==> src/common/pwm_ctrl_pkg.sv <==
// constants, register map and mode encodings of the pwm output control
// assumes one 100 MHz peripheral clock and an AHB-Lite register port
package pwm_ctrl_pkg;

    // register byte offsets, one aligned word each
    localparam logic [7:0] OFS_FUNC_CTRL  = 8'h00;
    localparam logic [7:0] OFS_CUT_CH0    = 8'h04;
    localparam logic [7:0] OFS_CUT_CH1    = 8'h08;
    localparam logic [7:0] OFS_MODE_REG   = 8'h0C;
    localparam logic [7:0] OFS_RUN_REG    = 8'h10;
    localparam logic [7:0] OFS_STATUS     = 8'h14;
    localparam logic [7:0] OFS_CH0_CMP_B  = 8'h18;
    localparam logic [7:0] OFS_CH0_BUF_D  = 8'h1C;

    // pwm_function_control fields
    localparam int POS_COMBO_LO       = 0;
    localparam int POS_COMBO_HI       = 1;
    localparam int POS_NORMAL_LEVEL   = 2;
    localparam int POS_COUNTER_LEVEL  = 3;
    localparam int POS_EXT_CLK_SEL    = 6;
    localparam int POS_THREE_OUT_PWM  = 7;
    localparam logic [7:0] FUNC_CTRL_WMASK = 8'hCF;

    // timer_mode_reg fields
    localparam int POS_LOCKSTEP       = 0;
    localparam int POS_CH0_B_BUF_EN   = 5;
    localparam logic [7:0] MODE_REG_WMASK = 8'hF1;

    // run register fields
    localparam int POS_CH0_RUN        = 0;
    localparam int POS_CH1_RUN        = 1;

    // cutoff field positions inside a select register, per pin a..d
    localparam int POS_CUT_A          = 6;
    localparam int POS_CUT_B          = 4;
    localparam int POS_CUT_C          = 2;
    localparam int POS_CUT_D          = 0;

    // reset values
    localparam logic [7:0]  RST_FUNC_CTRL = 8'h00;
    localparam logic [7:0]  RST_CUT_SEL   = 8'h00;
    localparam logic [7:0]  RST_MODE_REG  = 8'h00;
    localparam logic [1:0]  RST_RUN       = 2'b00;
    localparam logic [15:0] RST_COMPARE   = 16'hFFFF;

    // pin index order: ch0 a,b,c,d then ch1 a,b,c,d
    localparam int NUM_PINS = 8;
    localparam logic [7:0] NORMAL_PHASE_PINS  = 8'h32;
    localparam logic [7:0] COUNTER_PHASE_PINS = 8'hC8;

    typedef enum logic [1:0] {
        COMBO_TIMER      = 2'b00,
        COMBO_RESET_SYNC = 2'b01,
        COMBO_COMP_UNDER = 2'b10,
        COMBO_COMP_MATCH = 2'b11
    } combo_mode_e;

    typedef enum logic [1:0] {
        CUT_OFF   = 2'b00,
        CUT_HIZ   = 2'b01,
        CUT_LOW   = 2'b10,
        CUT_HIGH  = 2'b11
    } cut_state_e;

    typedef enum logic [1:0] {
        BUS_IDLE  = 2'b00,
        BUS_WRITE = 2'b01,
        BUS_READ  = 2'b10
    } bus_state_e;

endpackage : pwm_ctrl_pkg

==> src/hw/pin_output_stage.sv <==
// one pwm pin: level polarity and forced cutoff override, registered
// assumes phase activity and cutoff event are synchronous to mclk
`timescale 1ns/1ns
module pin_output_stage
    import pwm_ctrl_pkg::*;
(
    input  wire logic       mclk,
    input  wire logic       nrst,
    input  wire logic       pwmMode,
    input  wire logic       levelSel,
    input  wire logic       phaseActive,
    input  wire logic [1:0] cutSel,
    input  wire logic       cutEvent,
    output logic            pinOut,
    output logic            pinOeN
);

    logic levelOut;

    always_comb begin
        if (pwmMode) begin
            levelOut = levelSel ? phaseActive : ~phaseActive;
        end else begin
            levelOut = phaseActive;
        end
    end

    always_ff @(posedge mclk or negedge nrst) begin
        if (!nrst) begin
            pinOut <= 1'b0;
            pinOeN <= 1'b1;
        end else if (cutEvent) begin
            case (cut_state_e'(cutSel))
                CUT_HIZ: begin
                    pinOut <= 1'b0;
                    pinOeN <= 1'b1;
                end
                CUT_LOW: begin
                    pinOut <= 1'b0;
                    pinOeN <= 1'b0;
                end
                CUT_HIGH: begin
                    pinOut <= 1'b1;
                    pinOeN <= 1'b0;
                end
                default: begin
                    pinOut <= levelOut;
                    pinOeN <= 1'b0;
                end
            endcase
        end else begin
            pinOut <= levelOut;
            pinOeN <= 1'b0;
        end
    end

endmodule : pin_output_stage

==> src/hw/complementary_pwm_output_control.sv <==
// output control of a two-channel pwm timer: modes, levels, cutoff
// assumes AHB-Lite single word transfers, counters live outside
//
// Chosen here: the AHB-Lite interface to the registers and the register addresses.
`timescale 1ns/1ns

module complementary_pwm_output_control
    import pwm_ctrl_pkg::*;
#(
    parameter int CMP_WIDTH = 16
) (
    input  wire logic                 mclk,
    input  wire logic                 nrst,
    input  wire logic                 hsel,
    input  wire logic [31:0]          haddr,
    input  wire logic [1:0]           htrans,
    input  wire logic                 hwrite,
    input  wire logic [2:0]           hsize,
    input  wire logic [31:0]          hwdata,
    input  wire logic                 hready,
    output logic                      hreadyout,
    output logic                      hresp,
    output logic [31:0]               hrdata,
    input  wire logic [NUM_PINS-1:0]  phaseActive,
    input  wire logic                 ch1Underflow,
    input  wire logic                 ch0MatchA,
    input  wire logic                 cutoffEvent,
    output logic [NUM_PINS-1:0]       pinOut,
    output logic [NUM_PINS-1:0]       pinOeN,
    output logic                      ch0Run,
    output logic                      ch1Run,
    output logic                      lockstep,
    output logic                      pwmModeActive,
    output logic                      transferPulse,
    output logic [CMP_WIDTH-1:0]      ch0CompareB
);

    // true in the two pwm families where the level bits apply
    function automatic logic isPwmMode(input logic [7:0] fc);
        logic [1:0] m;
        m = fc[POS_COMBO_HI:POS_COMBO_LO];
        return (m != COMBO_TIMER) && !fc[POS_THREE_OUT_PWM];
    endfunction : isPwmMode

    // two-bit cutoff field of pin p (0..3 = a..d) of a select register
    function automatic logic [1:0] cutField(input logic [7:0] sel,
                                            input int p);
        logic [1:0] f;
        case (p)
            0:       f = sel[POS_CUT_A +: 2];
            1:       f = sel[POS_CUT_B +: 2];
            2:       f = sel[POS_CUT_C +: 2];
            default: f = sel[POS_CUT_D +: 2];
        endcase
        return f;
    endfunction : cutField

    // write strobe of one register, valid in its data phase
    function automatic logic wrHit(input bus_state_e st,
                                   input logic [7:0] a,
                                   input logic [7:0] ofs);
        return (st == BUS_WRITE) && (a == ofs);
    endfunction : wrHit

    bus_state_e           busState_ff;
    bus_state_e           nxt_busState;
    logic [7:0]           addr_ff;
    logic                 addrHit;
    logic [7:0]           funcCtrl_ff;
    logic [7:0]           cutCh0_ff;
    logic [7:0]           cutCh1_ff;
    logic [7:0]           modeReg_ff;
    logic [1:0]           run_ff;
    logic [CMP_WIDTH-1:0] bufD_ff;
    logic [CMP_WIDTH-1:0] cmpB_ff;
    logic                 transfer_ff;
    logic                 transferPoint;
    logic                 accept;
    logic                 wrRun;
    logic                 wrCut;
    logic                 wrFunc;
    logic                 wrMode;
    logic                 wrBufD;
    logic                 wrCmpB;
    logic [1:0]           nxt_run;
    logic                 pwmMode;
    logic [31:0]          readValue;
    logic [7:0]           wByte;

    assign accept  = hsel && htrans[1] && hready;
    assign addrHit = (haddr[1:0] == 2'b00);
    assign wByte   = hwdata[7:0];
    assign pwmMode = isPwmMode(funcCtrl_ff);
    // one strobe per register, except wrCut, which both cutoff registers share and which each qualifies by its own address
    assign wrRun   = wrHit(busState_ff, addr_ff, OFS_RUN_REG);
    assign wrFunc  = wrHit(busState_ff, addr_ff, OFS_FUNC_CTRL);
    assign wrMode  = wrHit(busState_ff, addr_ff, OFS_MODE_REG);
    assign wrBufD  = wrHit(busState_ff, addr_ff, OFS_CH0_BUF_D);
    assign wrCmpB  = wrHit(busState_ff, addr_ff, OFS_CH0_CMP_B);
    // cutoff fields are only safe to change with both counters stopped
    assign wrCut   = (busState_ff == BUS_WRITE) && (run_ff == 2'b00);

    // bus phase tracking; a read adds one wait state so hrdata is a flop
    always_comb begin
        case (busState_ff)
            BUS_IDLE, BUS_WRITE: begin
                if (accept && addrHit) begin
                    nxt_busState = hwrite ? BUS_WRITE : BUS_READ;
                end else if (accept) begin
                    nxt_busState = hwrite ? BUS_IDLE : BUS_READ;
                end else begin
                    nxt_busState = BUS_IDLE;
                end
            end
            BUS_READ: nxt_busState = BUS_IDLE;
            default:  nxt_busState = BUS_IDLE;
        endcase
    end

    always_ff @(posedge mclk or negedge nrst) begin
        if (!nrst) begin
            busState_ff <= BUS_IDLE;
            addr_ff     <= 8'h00;
            hreadyout   <= 1'b1;
            hresp       <= 1'b0;
        end else begin
            busState_ff <= nxt_busState;
            if (accept) begin
                addr_ff <= (haddr[31:8] == 24'h000000) ? haddr[7:0] : 8'hFF;
            end
            hreadyout   <= !(accept && !hwrite);
            hresp       <= 1'b0;
        end
    end

    always_comb begin
        case (addr_ff)
            OFS_FUNC_CTRL: readValue = {24'h000000, funcCtrl_ff};
            OFS_CUT_CH0:   readValue = {24'h000000, cutCh0_ff};
            OFS_CUT_CH1:   readValue = {24'h000000, cutCh1_ff};
            OFS_MODE_REG:  readValue = {24'h000000, modeReg_ff};
            OFS_RUN_REG:   readValue = {30'h00000000, run_ff};
            OFS_STATUS:    readValue = {14'h0000, pinOut, pinOeN,
                                        cutoffEvent, transfer_ff};
            OFS_CH0_CMP_B: readValue = 32'(cmpB_ff);
            OFS_CH0_BUF_D: readValue = 32'(bufD_ff);
            default:       readValue = 32'h00000000;
        endcase
    end

    always_ff @(posedge mclk or negedge nrst) begin
        if (!nrst) begin
            hrdata <= 32'h00000000;
        end else if (busState_ff == BUS_READ) begin
            hrdata <= readValue;
        end
    end

    // mode and level configuration
    always_ff @(posedge mclk or negedge nrst) begin
        if (!nrst) begin
            funcCtrl_ff <= RST_FUNC_CTRL;
        end else if (wrFunc) begin
            // all four encodings decode; software avoids the rest
            funcCtrl_ff <= wByte & FUNC_CTRL_WMASK;
        end
    end

    always_ff @(posedge mclk or negedge nrst) begin
        if (!nrst) begin
            modeReg_ff <= RST_MODE_REG;
        end else if (wrMode) begin
            modeReg_ff <= wByte & MODE_REG_WMASK;
        end
    end

    // cutoff select registers, same layout for both channels
    always_ff @(posedge mclk or negedge nrst) begin
        if (!nrst) begin
            cutCh0_ff <= RST_CUT_SEL;
        end else if (wrCut && addr_ff == OFS_CUT_CH0) begin
            cutCh0_ff <= wByte;
        end
    end

    always_ff @(posedge mclk or negedge nrst) begin
        if (!nrst) begin
            cutCh1_ff <= RST_CUT_SEL;
        end else if (wrCut && addr_ff == OFS_CUT_CH1) begin
            cutCh1_ff <= wByte;
        end
    end

    // run flags; in lockstep channel 1 follows channel 0
    always_comb begin
        nxt_run = run_ff;
        if (wrRun) begin
            nxt_run = wByte[POS_CH1_RUN:POS_CH0_RUN];
            if (modeReg_ff[POS_LOCKSTEP]) begin
                nxt_run = {2{wByte[POS_CH0_RUN]}};
            end
        end
    end

    always_ff @(posedge mclk or negedge nrst) begin
        if (!nrst) begin
            run_ff <= RST_RUN;
        end else begin
            run_ff <= nxt_run;
        end
    end

    // buffer transfer point picked by the complementary encoding
    always_comb begin
        case (combo_mode_e'(funcCtrl_ff[POS_COMBO_HI:POS_COMBO_LO]))
            COMBO_COMP_UNDER: transferPoint = ch1Underflow;
            COMBO_COMP_MATCH: transferPoint = ch0MatchA;
            default:          transferPoint = 1'b0;
        endcase
    end

    always_ff @(posedge mclk or negedge nrst) begin
        if (!nrst) begin
            transfer_ff <= 1'b0;
        end else begin
            transfer_ff <= transferPoint && run_ff[0];
        end
    end

    always_ff @(posedge mclk or negedge nrst) begin
        if (!nrst) begin
            bufD_ff <= RST_COMPARE;
        end else if (wrBufD) begin
            bufD_ff <= hwdata[CMP_WIDTH-1:0];
        end
    end

    // a buffer transfer wins over a direct write in the same cycle
    always_ff @(posedge mclk or negedge nrst) begin
        if (!nrst) begin
            cmpB_ff <= RST_COMPARE;
        end else if (modeReg_ff[POS_CH0_B_BUF_EN] && transferPoint
                     && run_ff[0]) begin
            cmpB_ff <= bufD_ff;
        end else if (wrCmpB) begin
            cmpB_ff <= hwdata[CMP_WIDTH-1:0];
        end
    end

    // per-pin output stages; pins not in either phase use normal level
    for (genvar i = 0; i < NUM_PINS; i++) begin : g_pin
        logic levelSel;
        logic [1:0] cutSel;
        assign levelSel = COUNTER_PHASE_PINS[i]
                        ? funcCtrl_ff[POS_COUNTER_LEVEL]
                        : funcCtrl_ff[POS_NORMAL_LEVEL];
        assign cutSel = (i < 4) ? cutField(cutCh0_ff, i)
                                : cutField(cutCh1_ff, i - 4);
        pin_output_stage u_stage (
            .mclk        (mclk),
            .nrst        (nrst),
            .pwmMode     (pwmMode),
            .levelSel    (levelSel),
            .phaseActive (phaseActive[i]),
            .cutSel      (cutSel),
            .cutEvent    (cutoffEvent),
            .pinOut      (pinOut[i]),
            .pinOeN      (pinOeN[i])
        );
    end

    always_ff @(posedge mclk or negedge nrst) begin
        if (!nrst) begin
            ch0Run        <= 1'b0;
            ch1Run        <= 1'b0;
            lockstep      <= 1'b0;
            pwmModeActive <= 1'b0;
        end else begin
            ch0Run        <= nxt_run[0];
            ch1Run        <= nxt_run[1];
            lockstep      <= modeReg_ff[POS_LOCKSTEP];
            pwmModeActive <= pwmMode;
        end
    end

    assign transferPulse = transfer_ff;
    assign ch0CompareB   = cmpB_ff;

endmodule : complementary_pwm_output_control

==> config.mk <==
export PLATFORM = sky130hd
export DESIGN_NAME = complementary_pwm_output_control
export DESIGN_NICKNAME = d
export VERILOG_FILES = /design/src/common/pwm_ctrl_pkg.sv /design/src/hw/pin_output_stage.sv /design/src/hw/complementary_pwm_output_control.sv
export SDC_FILE = /design/constraint.sdc
export NUM_CORES = 1
export LEC_CHECK = 0
export BUFFER_PORTS_ARGS = -buffer_cell sky130_fd_sc_hd__buf_2
export CORE_MARGIN = 1.5
export CORE_UTILIZATION = 39
export DETAILED_ROUTE_END_ITERATION = 10
export GPL_TIMING_DRIVEN = 0
export PLACE_DENSITY = 0.65
export SLEW_MARGIN = 20
export SYNTH_ARGS = -nofsm -noshare
export SYNTH_HDL_FRONTEND = slang
export SYNTH_SLANG_ARGS = --single-unit
==> constraint.sdc <==
create_clock -name mclk -period 1.74 [get_ports mclk]
set_input_delay 0.174 -clock mclk [delete_from_list [all_inputs] [get_ports mclk]]
set_output_delay 0.174 -clock mclk [all_outputs]
set_load 0.02 [all_outputs]
Word level (Yosys, flattened, before mapping)
Cells that the tools add are included.

operators by class
  mux-type cells = 60
  equality and inequality tests = 35
  bitwise gates (word level) = 8
  reductions and logical operators = 35

operator list
  cell                  count
  $pmux W18 S8          1
  $mux W1               40
  $eq A2 B2 Y1 const B  19
  $eq A8 B5 Y1 const B  4
  $mux W16              2
  $logic_not A24 Y1     1
  $eq A2 B1 Y1 const B  9
  $pmux W1 S2           9
  $reduce_or A2 Y1      9
  $eq A8 B4 Y1 const B  2
  $logic_and A1 B1 Y1   16
  $mux W2               7
  $eq A8 B3 Y1 const B  1
  $logic_not A8 Y1      1
  $mux W8               1
  $not A1 Y1            8
  $logic_not A2 Y1      3
  $reduce_bool A2 Y1    2
  $logic_not A1 Y1      3

word-level totals
  bits in registers = 125
  input port bits = 85
  logic and storage cells = 170

Depth between registers and ports, before layout
  depth after elaboration = 5
  mapped depth = 7

By module
From an unflattened synthesis, not the netlist that was laid out.

second synthesis, totals
  cell total of the unflattened synthesis = 466
  area, all modules = 5378.9 sq um

modules (own cells, without submodules)
  module                            instances  seq. area each (sq um)  cells an instance  area each (sq um)
  complementary_pwm_output_control  1          2368.5                  394                4588.2
  pin_output_stage                  8          51.3                    9                  98.8

Worst setup path before layout
No wires, ideal clock.

  path kind = reg-to-reg
  from = reg addr_ff[2]
  to = reg cmpB_ff[6] (netlist: ch0CompareB[6])
  cell stages (with the launch flop) = 8
  path slack = -0.117 ns
  arrival = 1.784 ns
  data required time = 1.667 ns
  buffers on the path = 3
  library setup time = 0.073 ns
  cell sequence = dfrtp_1 buf_6 nor4b_4 or4b_1 buf_4 buf_6 mux2i_1 a21oi_1

on the way
  longest elaborated chain between the ends = 3

ends and longest elaborated chain
  item                          line                                     text
  start: declaration            complementary_pwm_output_control.sv:67   logic [7:0] addr_ff;
  start signal: assignment      complementary_pwm_output_control.sv:129  addr_ff <= (haddr[31:8] == 24'h000000) ? haddr[7:0] : 8'hFF;
  $eq A8 B5 Y1                  complementary_pwm_output_control.sv:62   return (st == BUS_WRITE) && (a == ofs);
  $logic_and A1 B1 Y1           complementary_pwm_output_control.sv:62
  $reduce_bool A2 Y1 (no line)  n/a
  end signal: assignment        complementary_pwm_output_control.sv:244  cmpB_ff <= bufD_ff;
  end signal: assignment        complementary_pwm_output_control.sv:246  cmpB_ff <= hwdata[CMP_WIDTH-1:0];
  end: declaration              complementary_pwm_output_control.sv:75   logic [CMP_WIDTH-1:0] cmpB_ff;

No other way between the ends.
A chain may end at the register's enable or synchronous reset.

Worst setup path in the final report
Same ends and word-level chain as after synthesis.

==> impl_metrics.py <==
metrics = {
    "run_status": {
        "status": "finished, violations left",
        "violations": "negative setup slack",
    },
    "route": {
        "first_iter_violations": 403,
        "viasPerCell": 5.26,
        "wl_um": 15400,
        "dr.pass1.iters": 6,
        "wl_per_cell_um": 18.4,
        "vias": 4422,
        "post-route-drc-count": 0,
        "ant_nets": 0,
    },
    "synth": {
        "yosysTopAreaCellShare_pct": 31.8,
        "synth.area.top_cells": "dfrtp_1, dfstp_2, mux2_2",
        "yosysSeqAreaShare_pct": 51.9,
        "syn_inst": 484,
        "synth_cell_types": 42,
        "synth_largest_area_cell": "dfrtp_1",
        "yosysWarnings": 0,
        "synth-async-reset-ratio_pct": 100,
        "synth-main-ff-cell": "dfrtp_1",
        "synth_edf_count": 0,
        "ys_seq_elements": 109,
        "avgSynthCellArea_um2": 11.1,
        "synth_area_um2": 5360,
    },
    "floorplan": {
        "rows": 42,
        "die_area_um2": 14400,
        "die_x_um": 120,
        "core_um2": 13300,
        "ios": 156,
        "start_util_pct": 40.1,
        "die_y_um": 120,
    },
    "cells_and_area": {
        "fin_util_pct": 53.4,
        "syn_to_final_growth_pct": 33.1,
        "layout.nets": 744,
        "n_antenna_cell": 0,
        "drive_gt1_share_pct": 52.3,
        "final_common_cell": "buf_2",
        "layout_common_cells": "buf_2, dfrtp_1, buf_4",
    },
    "global_route": {
        "grt_usage_pct": 21.7,
        "grt_pass1_vias": 4318,
        "grt_pass1_wl_um": 23700,
        "grt_overflow_total": 0,
        "antenna_found_initial": 0,
        "grt_max_degree": 73,
    },
    "setup_path": {
        "path_class": "flip-flop to flip-flop",
        "cp.required_ns": 2.01,
        "start_kind": "flip-flop",
        "endpoint_kind": "flip-flop",
        "critPathMostFrequentCell": "buf_12",
        "critical_path_arrival_ns": 2.20,
        "crit_slowest_cell": "or4b_4",
        "cp_slowest_stage_delay_ns": 0.51,
        "cp_cell_sequence": "buf_6 > nor4b_4 > or4b_4 > buf_12 > buf_12 > mux2i_1 > a21oi_1",
        "crit_fanout": 8,
    },
    "job": {
        "drv_cap": 0,
    },
    "clocking": {
        "cts-htree-levels": 3,
        "cts_tree": "done",
        "cts_num_sinks": 109,
        "clk_latency_ns": 0.35,
        "cts_made_buffers": 9,
        "clk_path_buf_depth": 2,
        "clk_pin_slew_worst_paths_ns": 0.08,
        "clockRootBuffer": "clkbuf_16",
    },
    "power_and_ir_drop": {
        "power.leakage_nw": 3.50,
        "peakVddDrop_mv": 0.439,
        "p_per_area_nw_per_um2": 796,
        "power_mw": 5.68,
    },
    "sta": {
        "setup_slack_ns": -0.186,
        "tightest_slew_ns": 0.632,
        "hold_viol": 0,
        "finalCritPeriodShare_pct": 111,
        "fin_crit_ns": 1.93,
        "rsz0062_at_grt": "true",
        "fmax_mhz": 519,
        "finalClockSkew_ns": 0.0104,
        "drv_slew": 0,
        "setup_violations": 42,
        "slew_headroom_pct": 57.9,
    },
    "place": {
        "io_buffers": 119,
        "dp_hpwl_um": 10900,
        "place_congestion": 0.887,
        "dp_worst_setup_slack_ns": -0.386,
    },
    "hold_path": {
        "hold_class": "input pin to flip-flop",
    },
}
kinds of logic (layout without fill, tap and decap cells):
group,count (synthesis),in the layout,synth area share (%)
simple gates,130,130,11.7
flops,109,109,51.9
compound gates,94,94,11.1
mux,83,83,17.2
buf+inv,59,225,6.84
xor+xnor,8,8,1.31
other cells,1,15,0.0700
cells in the mapped netlist (all sizes together) (4+ instances only):
cell type / number
nor3: 4
nor2: 49
mux2i: 20
a22oi: 11
dfrtp: 68
nand3: 16
a221oi: 5
clkbuf: 19
nand2: 32
o21a: 8
nand2b: 5
nor4: 10
a221o: 4
a21oi: 30
mux2: 62
o21ai: 25
buf: 38
dfstp: 41
xnor2: 8
power by group:
part / total (mW) / internal [mW] / switching (mW)
sequential: 2.90 / 2.77 / 0.134
clock: 1.96 / 0.989 / 0.975
combinational: 0.811 / 0.351 / 0.460
total: 5.68 / 4.11 / 1.57
metal layers:
layer	vias up	track usage [%]	share of wire (%)
met5	-	0	0
met4	0	8.56	2.5
met3	28	3.30	5.7
met2	172	35.9	49
met1	2189	28.7	43
li1	2033	-	-
flip-flops by register name (all words and copies together), names as in the netlist, 2 cells and up:
name	flops
bufD_ff	16
hrdata	18
cutCh1_ff	8
g_pin.u_stage.pinOeN	8
funcCtrl_ff	6
cutCh0_ff	8
addr_ff	8
g_pin.u_stage.pinOut	8
busState_ff	2
ch0CompareB	16
modeReg_ff	5
cell type report:
| cell class | count | area, um^2 |
|---|---|---|
| inverter | 2 | 11.3 |
| clock inverter | 6 | 48.8 |
| clock buffer | 10 | 229 |
| fill | 1205 | 6220 |
| tap | 176 | 220 |
| timing repair buffer | 153 | 936 |
| sequential | 109 | 2780 |
| buffer | 54 | 423 |
| multi-input combinational | 330 | 2480 |
critical path: cells and delay by family (launching register included):
kind                   cells  cell delay [ns]
and+or+nand+nor            2             0.77
buffers and inverters      3             0.43
DFF                        1             0.38
AOI/OAI and AO/OA          1             0.14
muxes                      1             0.12
per-stage QoR:
stage | std cells | cell area, um^2 | hold slack [ns] | TNS, ns
finish | 840 | 7130 | 0.0579 | -3.44
global route | 840 | 7130 | 0.0685 | -7.10
CTS | 824 | 6840 | 0.0592 | -6.19
detailed placement | 794 | 6280 | 0.104 | -19.50
global placement | 793 | 6250 | 0.362 | -69.26
floorplan | 498 | 5430 | -0.122 | -0.473
worst paths after layout:
| path | startpoint | cells past startpoint | end | slack, ns |
|---|---|---|---|---|
| worst max-delay path | addr_ff[2]$_DFFE_PN0N_ | 7 | ch0CompareB[6]$_DFFE_PN1P_ | -0.19 |
| worst min-delay path | hwrite | 3 | busState_ff[0]$_DFF_PN0_ | 0.06 |
| worst max register to register | addr_ff[2]$_DFFE_PN0N_ | 7 | ch0CompareB[6]$_DFFE_PN1P_ | -0.19 |
| worst min register to register | hrdata[10]$_DFFE_PN0N_ | 2 | hrdata[10]$_DFFE_PN0N_ | 0.48 |
| max in group asynchronous | nrst | 3 | ch0CompareB[2]$_DFFE_PN1P_ | 0.74 |
| min in group asynchronous | nrst | 2 | g_pin[3].u_stage.pinOut$_DFF_PN0_ | 0.29 |
repair_timing:
action / 4_1_cts / 5_1_grt
endpoints found under the setup margin: 79 / 80
pin swaps: 6 / 15
gates resized for setup: 40 / 53
hold buffers: 2 / 0
endpoints found under the hold margin: 20 / 0
setup buffers: 13 / 17
gates cloned: 1 / 2
Power figures use the tool's default switching activity.
